$ cat src/rtl/srfp_defs.svh
// Constants for the source-routed ring frame port
`ifndef SRFP_DEFS_SVH
`define SRFP_DEFS_SVH

// Delimiter, access control and trailer octets added on the wire
`define SRFP_SD         8'hE6
`define SRFP_AC         8'h10
`define SRFP_ED         8'hF6
`define SRFP_FS         8'h00

// Address bits: group bit of DA, indicator bit of SA share one place
`define SRFP_IG_BIT     40
`define SRFP_RII_MASK   48'h0100_0000_0000

// Frame control class of user data frames
`define SRFP_FC_LLC     2'h1

// Reflected CRC-32 generator, start value and good residue
`define SRFP_CRC_POLY   32'hEDB8_8320
`define SRFP_CRC_INIT   32'hFFFF_FFFF
`define SRFP_CRC_GOOD   32'hDEBB_20E3

// Received octet positions, counted from frame control
`define SRFP_IDX_DA     16'h0001
`define SRFP_IDX_SA     16'h0007
`define SRFP_IDX_RC0    16'h000D
`define SRFP_IDX_RD     16'h000F
`define SRFP_IDX_MIN    16'h0010
`define SRFP_IDX_MAX    16'hFFFF

// Last octet indices in the transmit sequence, and the receive route descriptor limit
`define SRFP_ADDR_LAST  3'h5
`define SRFP_FCS_LAST   3'h3
`define SRFP_RD_MAX     14

`endif

$ cat src/rtl/srfp_pkg.sv
// Types shared by the source-routed ring frame port
package srfp_pkg;

  // Transmit sequencer, Gray coded along the normal path from S_IDLE up to S_FS
  typedef enum logic [3:0] {
    S_IDLE = 4'h0,
    S_SD   = 4'h1,
    S_AC   = 4'h3,
    S_FC   = 4'h2,
    S_DA   = 4'h6,
    S_SA   = 4'h7,
    S_BODY = 4'h5,
    S_FCS  = 4'h4,
    S_ED   = 4'hC,
    S_FS   = 4'hD,
    S_DROP = 4'h8
  } srfp_state_e;

  typedef logic [7:0] srfp_byte_t;

endpackage : srfp_pkg

$ cat src/rtl/srfp_port.sv
// Ring bridge port: frame build, receive screening and own-frame strip
`include "srfp_defs.svh"

module srfp_port
  import srfp_pkg::*;
#(
  parameter int LEN_W  = 16,
  parameter int RD_MAX = `SRFP_RD_MAX
)
(
  input  wire logic              sys_clk,
  input  wire logic              rst,
  input  wire logic              port_flush,
  input  wire logic              mode_fddi,
  input  wire logic [11:0]       lan_in_id,
  input  wire logic [11:0]       lan_out_id,
  input  wire logic [3:0]        bridge_num,
  input  wire logic [LEN_W-1:0]  lan_in_max,
  input  wire logic [LEN_W-1:0]  lan_out_max,
  input  wire logic              tx_valid,
  input  wire logic [7:0]        tx_byte,
  input  wire logic              tx_last,
  input  wire logic [7:0]        tx_fc,
  input  wire logic [47:0]       tx_da,
  input  wire logic [47:0]       tx_sa,
  input  wire logic [LEN_W-1:0]  tx_msdu_len,
  input  wire logic [31:0]       tx_fcs,
  input  wire logic              tx_fcs_given,
  output logic                   tx_ready,
  output logic                   tx_drop,
  input  wire logic              phy_ready,
  output logic                   phy_valid,
  output logic [7:0]             phy_byte,
  output logic                   phy_last,
  input  wire logic              rx_valid,
  input  wire logic [7:0]        rx_byte,
  input  wire logic              rx_last,
  input  wire logic              rx_err,
  output logic                   rx_ind_valid,
  output logic                   rx_ind_sr,
  output logic                   rx_ind_nsr,
  output logic                   rx_fwd_ok,
  output logic [2:0]             rx_rt,
  output logic [7:0]             rx_fc,
  output logic [47:0]            rx_da,
  output logic [47:0]            rx_sa
);

  if (RD_MAX < 1 || RD_MAX > `SRFP_RD_MAX || LEN_W < 8)
  begin : g_bad_param
    $error("srfp_port: unsupported parameter value");
  end

  // ----------------------------------------------------------------
  // Helpers
  // ----------------------------------------------------------------
  function automatic logic [31:0] crc_byte(input logic [31:0] c, input logic [7:0] b);
    logic [31:0] r;
    r = c ^ {24'h00_0000, b};
    for (int i = 0; i < 8; i++)
      r = r[0] ? ((r >> 1) ^ `SRFP_CRC_POLY) : (r >> 1);
    return r;
  endfunction : crc_byte

  function automatic logic lan_seen(input logic [11:0] l, input logic [3:0] n,
                                    input logic [11:0] arr [RD_MAX]);
    logic hit;
    hit = 1'b0;
    for (int i = 0; i < RD_MAX; i++)
      if (i < int'(n) && arr[i] == l)
        hit = 1'b1;
    return hit;
  endfunction : lan_seen

  // ----------------------------------------------------------------
  // Two-entry transmit buffer
  // ----------------------------------------------------------------
  logic [8:0]       mem_q [2];
  logic             wp_q, rp_q, open_q, pend_q, ready_q;
  logic [1:0]       cnt_q;
  srfp_state_e      st_q;
  logic [2:0]       bc_q;
  logic [7:0]       fc_q;
  logic [47:0]      da_sh_q, sa_sh_q;
  logic [LEN_W-1:0] len_q;
  logic [31:0]      fcs_in_q, fcs_sh_q, crc_tx_q;
  logic             given_q, expl_q, first_q;
  logic             phy_valid_q, phy_last_q, drop_q;
  logic [7:0]       phy_byte_q;
  logic [3:0]       own_q;

  // Decode for the buffer and sequencer
  wire        slot      = !phy_valid_q || phy_ready;
  wire        push      = tx_valid && ready_q;
  wire        push_hdr  = push && !open_q;
  wire [7:0]  buf_byte  = mem_q[rp_q][7:0];
  wire        buf_last  = mem_q[rp_q][8];
  wire        body_pop  = st_q == S_BODY && slot && cnt_q != 2'h0;
  wire        drop_pop  = st_q == S_DROP && cnt_q != 2'h0;
  wire        pop       = body_pop || drop_pop;
  wire [1:0]  cnt_d     = cnt_q + {1'b0, push} - {1'b0, pop};
  wire        open_d    = push ? !tx_last : open_q;
  wire        fs_out    = st_q == S_FS && slot;
  wire        idle_d    = (st_q == S_IDLE && !pend_q) || fs_out || (drop_pop && buf_last);
  // Next frame header waits for the sequencer so header registers stay stable
  wire        ready_d   = !port_flush && cnt_d != 2'h2 && (open_d || (idle_d && !push_hdr));
  wire [LEN_W-1:0] lim  = (lan_in_max < lan_out_max) ? lan_in_max : lan_out_max;
  wire        oversize  = len_q > lim;
  wire        expl_now  = first_q ? buf_byte[7] : expl_q;
  wire        keep_fcs  = given_q && !expl_now;

  // Buffer storage and pointers; flush empties it at once
  always_ff @(posedge sys_clk or posedge rst)
  begin
    if (rst)
    begin
      wp_q    <= 1'b0;
      rp_q    <= 1'b0;
      cnt_q   <= 2'h0;
      open_q  <= 1'b0;
      ready_q <= 1'b0;
    end
    else if (port_flush)
    begin
      wp_q    <= 1'b0;
      rp_q    <= 1'b0;
      cnt_q   <= 2'h0;
      open_q  <= 1'b0;
      ready_q <= 1'b0;
    end
    else
    begin
      if (push)
        mem_q[wp_q] <= {tx_last, tx_byte};
      wp_q    <= wp_q ^ push;
      rp_q    <= rp_q ^ pop;
      cnt_q   <= cnt_d;
      open_q  <= open_d;
      ready_q <= ready_d;
    end
  end

  // ----------------------------------------------------------------
  // Transmit sequencer
  // ----------------------------------------------------------------
  wire in_crc = st_q == S_FC || st_q == S_DA || st_q == S_SA || st_q == S_BODY;
  wire emit   = (slot && st_q != S_IDLE && st_q != S_DROP && st_q != S_BODY) || body_pop;
  wire [7:0] emit_byte = (st_q == S_SD)   ? `SRFP_SD :
                         (st_q == S_AC)   ? `SRFP_AC :
                         (st_q == S_FC)   ? fc_q :
                         (st_q == S_DA)   ? da_sh_q[47:40] :
                         (st_q == S_SA)   ? sa_sh_q[47:40] :
                         (st_q == S_BODY) ? buf_byte :
                         (st_q == S_FCS)  ? fcs_sh_q[7:0] :
                         (st_q == S_ED)   ? `SRFP_ED : `SRFP_FS;
  wire [31:0] tx_crc_nxt = crc_byte(crc_tx_q, emit_byte);

  // Header capture with the first beat of each frame
  always_ff @(posedge sys_clk or posedge rst)
  begin
    if (rst)
      pend_q <= 1'b0;
    else
      pend_q <= !port_flush && (push_hdr || (pend_q && st_q != S_IDLE));
  end

  always_ff @(posedge sys_clk)
  begin
    if (push_hdr)
    begin
      fc_q     <= tx_fc;
      len_q    <= tx_msdu_len;
      fcs_in_q <= tx_fcs;
      given_q  <= tx_fcs_given;
    end
  end

  // Octet sequencing; the single ordered queue keeps every frame type in order
  always_ff @(posedge sys_clk or posedge rst)
  begin
    if (rst)
    begin
      st_q        <= S_IDLE;
      bc_q        <= 3'h0;
      da_sh_q     <= 48'h0;
      sa_sh_q     <= 48'h0;
      fcs_sh_q    <= 32'h0;
      crc_tx_q    <= `SRFP_CRC_INIT;
      expl_q      <= 1'b0;
      first_q     <= 1'b0;
      phy_valid_q <= 1'b0;
      phy_byte_q  <= 8'h00;
      phy_last_q  <= 1'b0;
      drop_q      <= 1'b0;
    end
    else
    begin
      drop_q <= 1'b0;
      if (slot)
      begin
        phy_valid_q <= emit;
        phy_byte_q  <= emit_byte;
        phy_last_q  <= st_q == S_FS;
      end
      if (emit && in_crc)
        crc_tx_q <= tx_crc_nxt;
      if (body_pop)
      begin
        first_q <= 1'b0;
        if (first_q)
          expl_q <= buf_byte[7];
      end
      if (port_flush)
      begin
        st_q <= S_IDLE;
      end
      else
      begin
        case (st_q)
          S_IDLE:
            if (pend_q)
            begin
              st_q     <= oversize ? S_DROP : S_SD;
              da_sh_q  <= tx_da;
              sa_sh_q  <= tx_sa | `SRFP_RII_MASK;
              crc_tx_q <= `SRFP_CRC_INIT;
              first_q  <= 1'b1;
            end
          S_SD:   if (slot) st_q <= S_AC;
          S_AC:   if (slot) st_q <= S_FC;
          S_FC:
            if (slot)
            begin
              st_q <= S_DA;
              bc_q <= 3'h0;
            end
          S_DA:
            if (slot)
            begin
              da_sh_q <= da_sh_q << 8;
              bc_q    <= (bc_q == `SRFP_ADDR_LAST) ? 3'h0 : bc_q + 3'h1;
              if (bc_q == `SRFP_ADDR_LAST)
                st_q <= S_SA;
            end
          S_SA:
            if (slot)
            begin
              sa_sh_q <= sa_sh_q << 8;
              bc_q    <= (bc_q == `SRFP_ADDR_LAST) ? 3'h0 : bc_q + 3'h1;
              if (bc_q == `SRFP_ADDR_LAST)
                st_q <= S_BODY;
            end
          S_BODY:
            if (body_pop && buf_last)
            begin
              st_q     <= S_FCS;
              fcs_sh_q <= keep_fcs ? fcs_in_q : ~tx_crc_nxt;
            end
          S_FCS:
            if (slot)
            begin
              fcs_sh_q <= fcs_sh_q >> 8;
              bc_q     <= bc_q + 3'h1;
              if (bc_q == `SRFP_FCS_LAST)
                st_q <= S_ED;
            end
          S_ED:   if (slot) st_q <= S_FS;
          S_FS:   if (slot) st_q <= S_IDLE;
          S_DROP:
            if (drop_pop && buf_last)
            begin
              st_q   <= S_IDLE;
              drop_q <= 1'b1;
            end
          default: st_q <= S_IDLE;
        endcase
      end
    end
  end

  // ----------------------------------------------------------------
  // Receive screening
  // ----------------------------------------------------------------
  logic [15:0] idx_q;
  logic [31:0] rx_crc_q;
  logic [7:0]  rfc_q, rc0_q, hi_q;
  logic [47:0] rda_q, rsa_q;
  logic [11:0] lan_q [RD_MAX];
  logic [11:0] plan_q;
  logic [3:0]  pbn_q, nrd_q;
  logic        dup_q, hop_q;

  // Field decode for the received octet
  wire        first_rx = idx_q == 16'h0000;
  wire [31:0] rx_crc_nx = crc_byte(first_rx ? `SRFP_CRC_INIT : rx_crc_q, rx_byte);
  wire        routing_info_indicator      = rsa_q[`SRFP_IG_BIT];
  wire        in_ri    = routing_info_indicator && idx_q >= `SRFP_IDX_RD && idx_q < `SRFP_IDX_RC0 + {11'h000, rc0_q[4:0]};
  wire        rd_done  = rx_valid && in_ri && !idx_q[0];
  wire [11:0] rd_lan   = {hi_q, rx_byte[7:4]};
  wire        seen     = lan_seen(rd_lan, nrd_q, lan_q);
  wire        pair_ok  = (plan_q == lan_in_id && rd_lan == lan_out_id) ||
                         (plan_q == lan_out_id && rd_lan == lan_in_id);
  wire        on_hop   = nrd_q != 4'h0 && pbn_q == bridge_num && pair_ok;
  wire        rx_end   = rx_valid && rx_last;
  wire        rx_good  = !rx_err && rx_crc_nx == `SRFP_CRC_GOOD && idx_q >= `SRFP_IDX_MIN;
  wire        own      = own_q != 4'h0;
  wire        llc      = rfc_q[7:6] == `SRFP_FC_LLC;
  wire        rx_expl  = rc0_q[7];
  wire        ind_d    = rx_good && !own && (mode_fddi || !routing_info_indicator || llc);
  wire        fwd_d    = !routing_info_indicator || (!dup_q && (rx_expl || hop_q));

  // Octet capture and route descriptor checks
  always_ff @(posedge sys_clk or posedge rst)
  begin
    if (rst)
    begin
      idx_q    <= 16'h0000;
      rx_crc_q <= `SRFP_CRC_INIT;
      rfc_q    <= 8'h00;
      rc0_q    <= 8'h00;
      hi_q     <= 8'h00;
      rda_q    <= 48'h0;
      rsa_q    <= 48'h0;
      plan_q   <= 12'h000;
      pbn_q    <= 4'h0;
      nrd_q    <= 4'h0;
      dup_q    <= 1'b0;
      hop_q    <= 1'b0;
    end
    else if (rx_valid)
    begin
      idx_q    <= rx_last ? 16'h0000 : idx_q + {15'h0000, idx_q != `SRFP_IDX_MAX};
      rx_crc_q <= rx_crc_nx;
      if (first_rx)
      begin
        rfc_q <= rx_byte;
        nrd_q <= 4'h0;
        dup_q <= 1'b0;
        hop_q <= 1'b0;
      end
      if (idx_q >= `SRFP_IDX_DA && idx_q < `SRFP_IDX_SA)
        rda_q <= {rda_q[39:0], rx_byte};
      if (idx_q >= `SRFP_IDX_SA && idx_q < `SRFP_IDX_RC0)
        rsa_q <= {rsa_q[39:0], rx_byte};
      if (idx_q == `SRFP_IDX_RC0)
        rc0_q <= rx_byte;
      if (in_ri && idx_q[0])
        hi_q <= rx_byte;
      if (rd_done)
      begin
        dup_q  <= dup_q | seen;
        hop_q  <= hop_q | on_hop;
        plan_q <= rd_lan;
        pbn_q  <= rx_byte[3:0];
        if (int'(nrd_q) < RD_MAX)
        begin
          lan_q[nrd_q] <= rd_lan;
          nrd_q        <= nrd_q + 4'h1;
        end
      end
    end
  end

  // Indication toward the relay, and count of own frames still on the ring
  always_ff @(posedge sys_clk or posedge rst)
  begin
    if (rst)
    begin
      own_q   <= 4'h0;
      rx_ind_valid <= 1'b0;
      rx_ind_sr    <= 1'b0;
      rx_ind_nsr   <= 1'b0;
      rx_fwd_ok    <= 1'b0;
      rx_rt        <= 3'h0;
      rx_fc        <= 8'h00;
      rx_da        <= 48'h0;
      rx_sa        <= 48'h0;
    end
    else
    begin
      // Our frames come back whatever source they carry, so count them
      own_q <= own_q + {3'h0, fs_out} - {3'h0, rx_end && own};
      rx_ind_valid <= rx_end && ind_d;
      if (rx_end)
      begin
        rx_ind_sr  <= routing_info_indicator;
        rx_ind_nsr <= !routing_info_indicator;
        rx_fwd_ok  <= fwd_d;
        rx_rt      <= routing_info_indicator ? rc0_q[7:5] : 3'h0;
        rx_fc      <= rfc_q;
        rx_da      <= rda_q;
        rx_sa      <= rsa_q;
      end
    end
  end

  assign tx_ready  = ready_q;
  assign tx_drop   = drop_q;
  assign phy_valid = phy_valid_q;
  assign phy_byte  = phy_byte_q;
  assign phy_last  = phy_last_q;
endmodule : srfp_port

$ cat config.mk
export PLATFORM = sky130hd
export DESIGN_NAME = srfp_port
export DESIGN_NICKNAME = d
export VERILOG_FILES = /design/src/rtl/srfp_pkg.sv /design/src/rtl/srfp_port.sv
export VERILOG_INCLUDE_DIRS = /design/src /design/src/rtl
export SDC_FILE = /design/constraint.sdc
export NUM_CORES = 2
export LEC_CHECK = 0
export BUFFER_PORTS_ARGS = -buffer_cell sky130_fd_sc_hd__buf_2
export CAP_MARGIN = 0
export CORE_ASPECT_RATIO = 2
export CORE_UTILIZATION = 59
export DETAILED_ROUTE_END_ITERATION = 7
export GPL_TIMING_DRIVEN = 0
export HOLD_SLACK_MARGIN = 0.12
export PLACE_DENSITY = 0.8
export RECOVER_POWER = 50
export SYNTH_ARGS = -nofsm -noshare
export SYNTH_HDL_FRONTEND = slang
export SYNTH_SLANG_ARGS = --single-unit
$ cat constraint.sdc
create_clock -name sys_clk -period 17.3 [get_ports sys_clk]
set_clock_uncertainty 0.2 [all_clocks]
set_input_delay 0.865 -clock sys_clk [delete_from_list [all_inputs] [get_ports sys_clk]]
set_output_delay 0.865 -clock sys_clk [all_outputs]
set_load 0.01 [all_outputs]
==> results.json <==
{
  "finalHoldViolCount": 0,
  "routedWlPerCell_microns": 24.38,
  "crit_path_max_fanout": 135,
  "synth_area_leaders": "dfrtp_1 31%, edfxtp_1 21%, nand2_1 6.6%",
  "rr_startpoint": "st_q[2]",
  "post-cts-setup-buffers": 0,
  "cap_violations": 6,
  "seqPwrFrac": 0.389,
  "via_count": 26000,
  "ys_types": 93,
  "violations": "capacitance limit, slew limit",
  "r2r_setup_slack_ns": 12.12,
  "antenna_found_initial": 12,
  "synth.avg_cell_area_sq_um": 11.06,
  "track_usage": 0.3596,
  "start_util": 0.5982,
  "die_h_microns": 345.5,
  "p_int_w": 0.004294,
  "worstMarginPinSlew_ns": 6.839,
  "peakVddDrop_uv": 120.9,
  "drv_slew": 469,
  "period_share": 0.5412,
  "min_period_ns": 9.363,
  "syn-instance-count": 3147,
  "max_slew_margin": -3.559,
  "ant_nets": 0,
  "final-setup-viol-count": 0,
  "syn2layout_area_growth_pct": 13.81,
  "synthArstFlopShare": 0.6689,
  "dieArea_sq_mm": 0.06002,
  "r2r-end": "fcs_sh_q[6]",
  "setup_slack_ns": 7.937,
  "ios": 362,
  "core_sq_mm": 0.05818,
  "first_pass_iters": 7,
  "hold_start": "tx_fcs[30]",
  "vias_per_cell": 5.912,
  "cts_root_buffer": "clkbuf_16",
  "grt_max_degree": 136,
  "clk_latency_ns": 0.65,
  "cts_sinks": 734,
  "drc": 0,
  "gp_congestion": 1.023,
  "netlist_area_sq_mm": 0.03480,
  "routed_wl_microns": 107200,
  "setup_tns_ns": 0,
  "ys_warn_count": 0,
  "fmax_ghz": 0.1068,
  "reg2reg_depth": 12,
  "totalPowerFinal_w": 0.006968,
  "place_hpwl_microns": 80710,
  "p_comb_frac": 0.399,
  "synth_top_area_cell": "dfrtp_1",
  "drt_iter0_markers": 2146,
  "holdCritPathClass": "input pin to register",
  "start_kind": "input pin",
  "htree_levels": 2,
  "min_path_cells": 1,
  "clockPowerShare": 0.211,
  "layout-drive-gt1-share": 0.1720,
  "p_leak_nw": 17.38,
  "status": "finished with violations",
  "port-buffer-count": 357,
  "synth.top_cell.area_share": 0.3070,
  "rsz0062_at_grt": "no",
  "cp.arrival_ns": 8.24,
  "power.density_mw_per_mm2": 175.9,
  "ys_ff_latch": 734,
  "endpoint_kind": "asynchronous set/reset pin",
  "cts_buffer_depth": 3,
  "yosysSeqAreaShare": 0.5650,
  "grt_pass1_vias": 26100,
  "synth_edf_count": 243,
  "cts_resized": 0,
  "holdPathEnd": "fcs_in_q[30]",
  "ys.flop_type": "dfrtp_1",
  "criticalPathCategory": "input pin to asynchronous set/reset pin",
  "pre_cts_ws_ns": 10.80,
  "clk_pin_slew_ns": 0.07,
  "fin_util": 0.6808,
  "grt-ovfl-total": 0,
  "cts_tree": "yes",
  "numCtsBuffers": 61,
  "p_sw_w": 0.002675,
  "nets": 3869,
  "die_x_microns": 173.7,
  "p_sw_frac": 0.3838,
  "cp_data_required_time_ns": 16.18,
  "grt_pass1_wl_microns": 159000,
  "rows": 125,
  "syn_nets": 3441
}
[cells by family after synthesis]
group / count (synthesis) / synth area share
AOI/OAI and AO/OA: 411 / 0.07442
adders and majority gates: 56 / 0.02028
xor gates and xnor gates: 415 / 0.1137
muxes: 194 / 0.06133
and+or+nand+nor: 1086 / 0.1358
buffers and inverters: 251 / 0.02944
DFF: 734 / 0.5650
[flip-flops by register name (all words and copies together), names as in the netlist, 8 cells and up]
signal,flops
lan_q,168
hi_q,8
rc0_q,8
rx_fc,8
rx_crc_q,32
len_q,16
da_sh_q,48
rx_da,48
phy_byte,8
idx_q,16
rda_q,48
fcs_in_q,32
fc_q,8
mem_q,18
sa_sh_q,48
plan_q,12
rsa_q,48
rfc_q,8
crc_tx_q,32
fcs_sh_q,32
rx_sa,48
[final cells by class]
class / instances / area [sq um]
inverter: 64 / 241.5
fill: 4552 / 18570
clock inverter: 33 / 425.4
antenna: 8 / 20.02
multi-input combinational: 2162 / 14130
clock buffer: 82 / 1697
tap: 762 / 953.4
buffer: 187 / 774.5
timing repair buffer: 365 / 1707
sequential: 734 / 19660
[cell usage after synthesis (7+ instances only)]
master,number
nor2b_1,23
and2_1,17
o211ai_1,25
dfrtp_1,427
o21a_1,8
ha_1,54
clkbuf_1,131
a21oi_1,103
mux2_2,152
o21ai_1,7
edfxtp_1,243
o22ai_1,7
nor4_1,41
dfstp_2,64
a21o_1,20
xnor3_1,10
nor3_1,23
buf_1,28
a31oi_1,82
nor2_1,224
xor2_1,169
nand2b_1,17
xnor2_1,220
nand4_1,40
mux2i_1,40
buf_2,18
nand3_1,45
or3_1,11
a211oi_1,9
o21ai_0,95
nand2_1,608
inv_1,63
[cells in the final DEF, fill, tap and decap left out, types with 8 or more instances in the layout]
cell,netlist,routed
clkbuf_16,0,62
xnor3_1,10,10
o21ai_0,95,95
buf_2,18,261
xnor2_1,220,220
and2_1,17,16
a31oi_1,82,82
a21oi_1,103,103
buf_1,28,27
nor2_1,224,224
a211oi_1,9,9
clkbuf_1,131,267
dfstp_2,64,64
ha_1,54,54
nand3_1,45,45
bufinv_16,0,8
o21a_1,8,8
nor3_1,23,22
mux2i_1,40,40
or3_1,11,11
mux2_2,152,152
o211ai_1,25,25
edfxtp_1,243,243
diode_2,0,8
a21o_1,20,20
inv_1,63,62
nor2b_1,23,23
dfrtp_1,427,427
nand2_1,608,608
nor4_1,41,40
nand2b_1,17,17
xor2_1,169,169
nand4_1,40,40
clkinv_1,0,8
[per-layer routing]
metal / part of all wire / up-vias / wire length, microns / global-route usage
met5: 0.00083 / - / 89 / 0
met4: 0.099 / 14 / 10590 / 0.3016
met3: 0.068 / 424 / 7271 / 0.06299
met2: 0.51 / 1255 / 55200 / 0.6362
met1: 0.32 / 12700 / 34050 / 0.3653
li1: - / 11600 / - / -
[how the worst max path moves through the flow]
stage / start / end / slack, ns
3_5_place_dp: lan_in_max[1] / st_q[0] / 10.80
3_3_place_gp: rst / lan_q[109] / -5.20
2_1_floorplan: rst / bc_q[0] / 2.62
5_1_grt: rst / da_sh_q[29] / 6.04
4_1_cts: lan_in_max[1] / st_q[0] / 11.49
6_report: rst / rx_da[6] / 7.94
[through the flow]
step / area [sq um] / instances / hold slack, ns
3_3_place_gp: 37540 / 4266 / 0.2486
2_1_floorplan: 34800 / 3147 / 0.2331
4_1_cts: 39860 / 4389 / 0.1683
3_5_place_dp: 37730 / 4273 / 0.2510
6_report: 39610 / 4397 / 0.1967
5_1_grt: 39600 / 4393 / 0.1781
[repair_timing]
action,in CTS,in global routing
hold buffers,1,0
setup endpoints to repair,0,0
endpoints found under the hold margin,1,0
[critical path: stages]
cell and delay (ns):
dlygate4sd3_1 0.54, clkbuf_1 0.20, clkinvlp_2 1.62, clkbuf_1 4.85
[power by group through the flow]
| stage | clock network [W] | registers, W | logic [W] |
|---|---|---|---|
| 2_1_floorplan | 0 | 0.00263 | 0.00191 |
| 3_3_place_gp | 0 | 0.00272 | 0.00269 |
| 3_5_place_dp | 0 | 0.00273 | 0.00274 |
| 4_1_cts | 0.00148 | 0.00270 | 0.00276 |
| 5_1_grt | 0.00155 | 0.00276 | 0.00298 |
| 6_report | 0.00147 | 0.00271 | 0.00278 |
No activity file was read; power rests on OpenSTA's default activity.
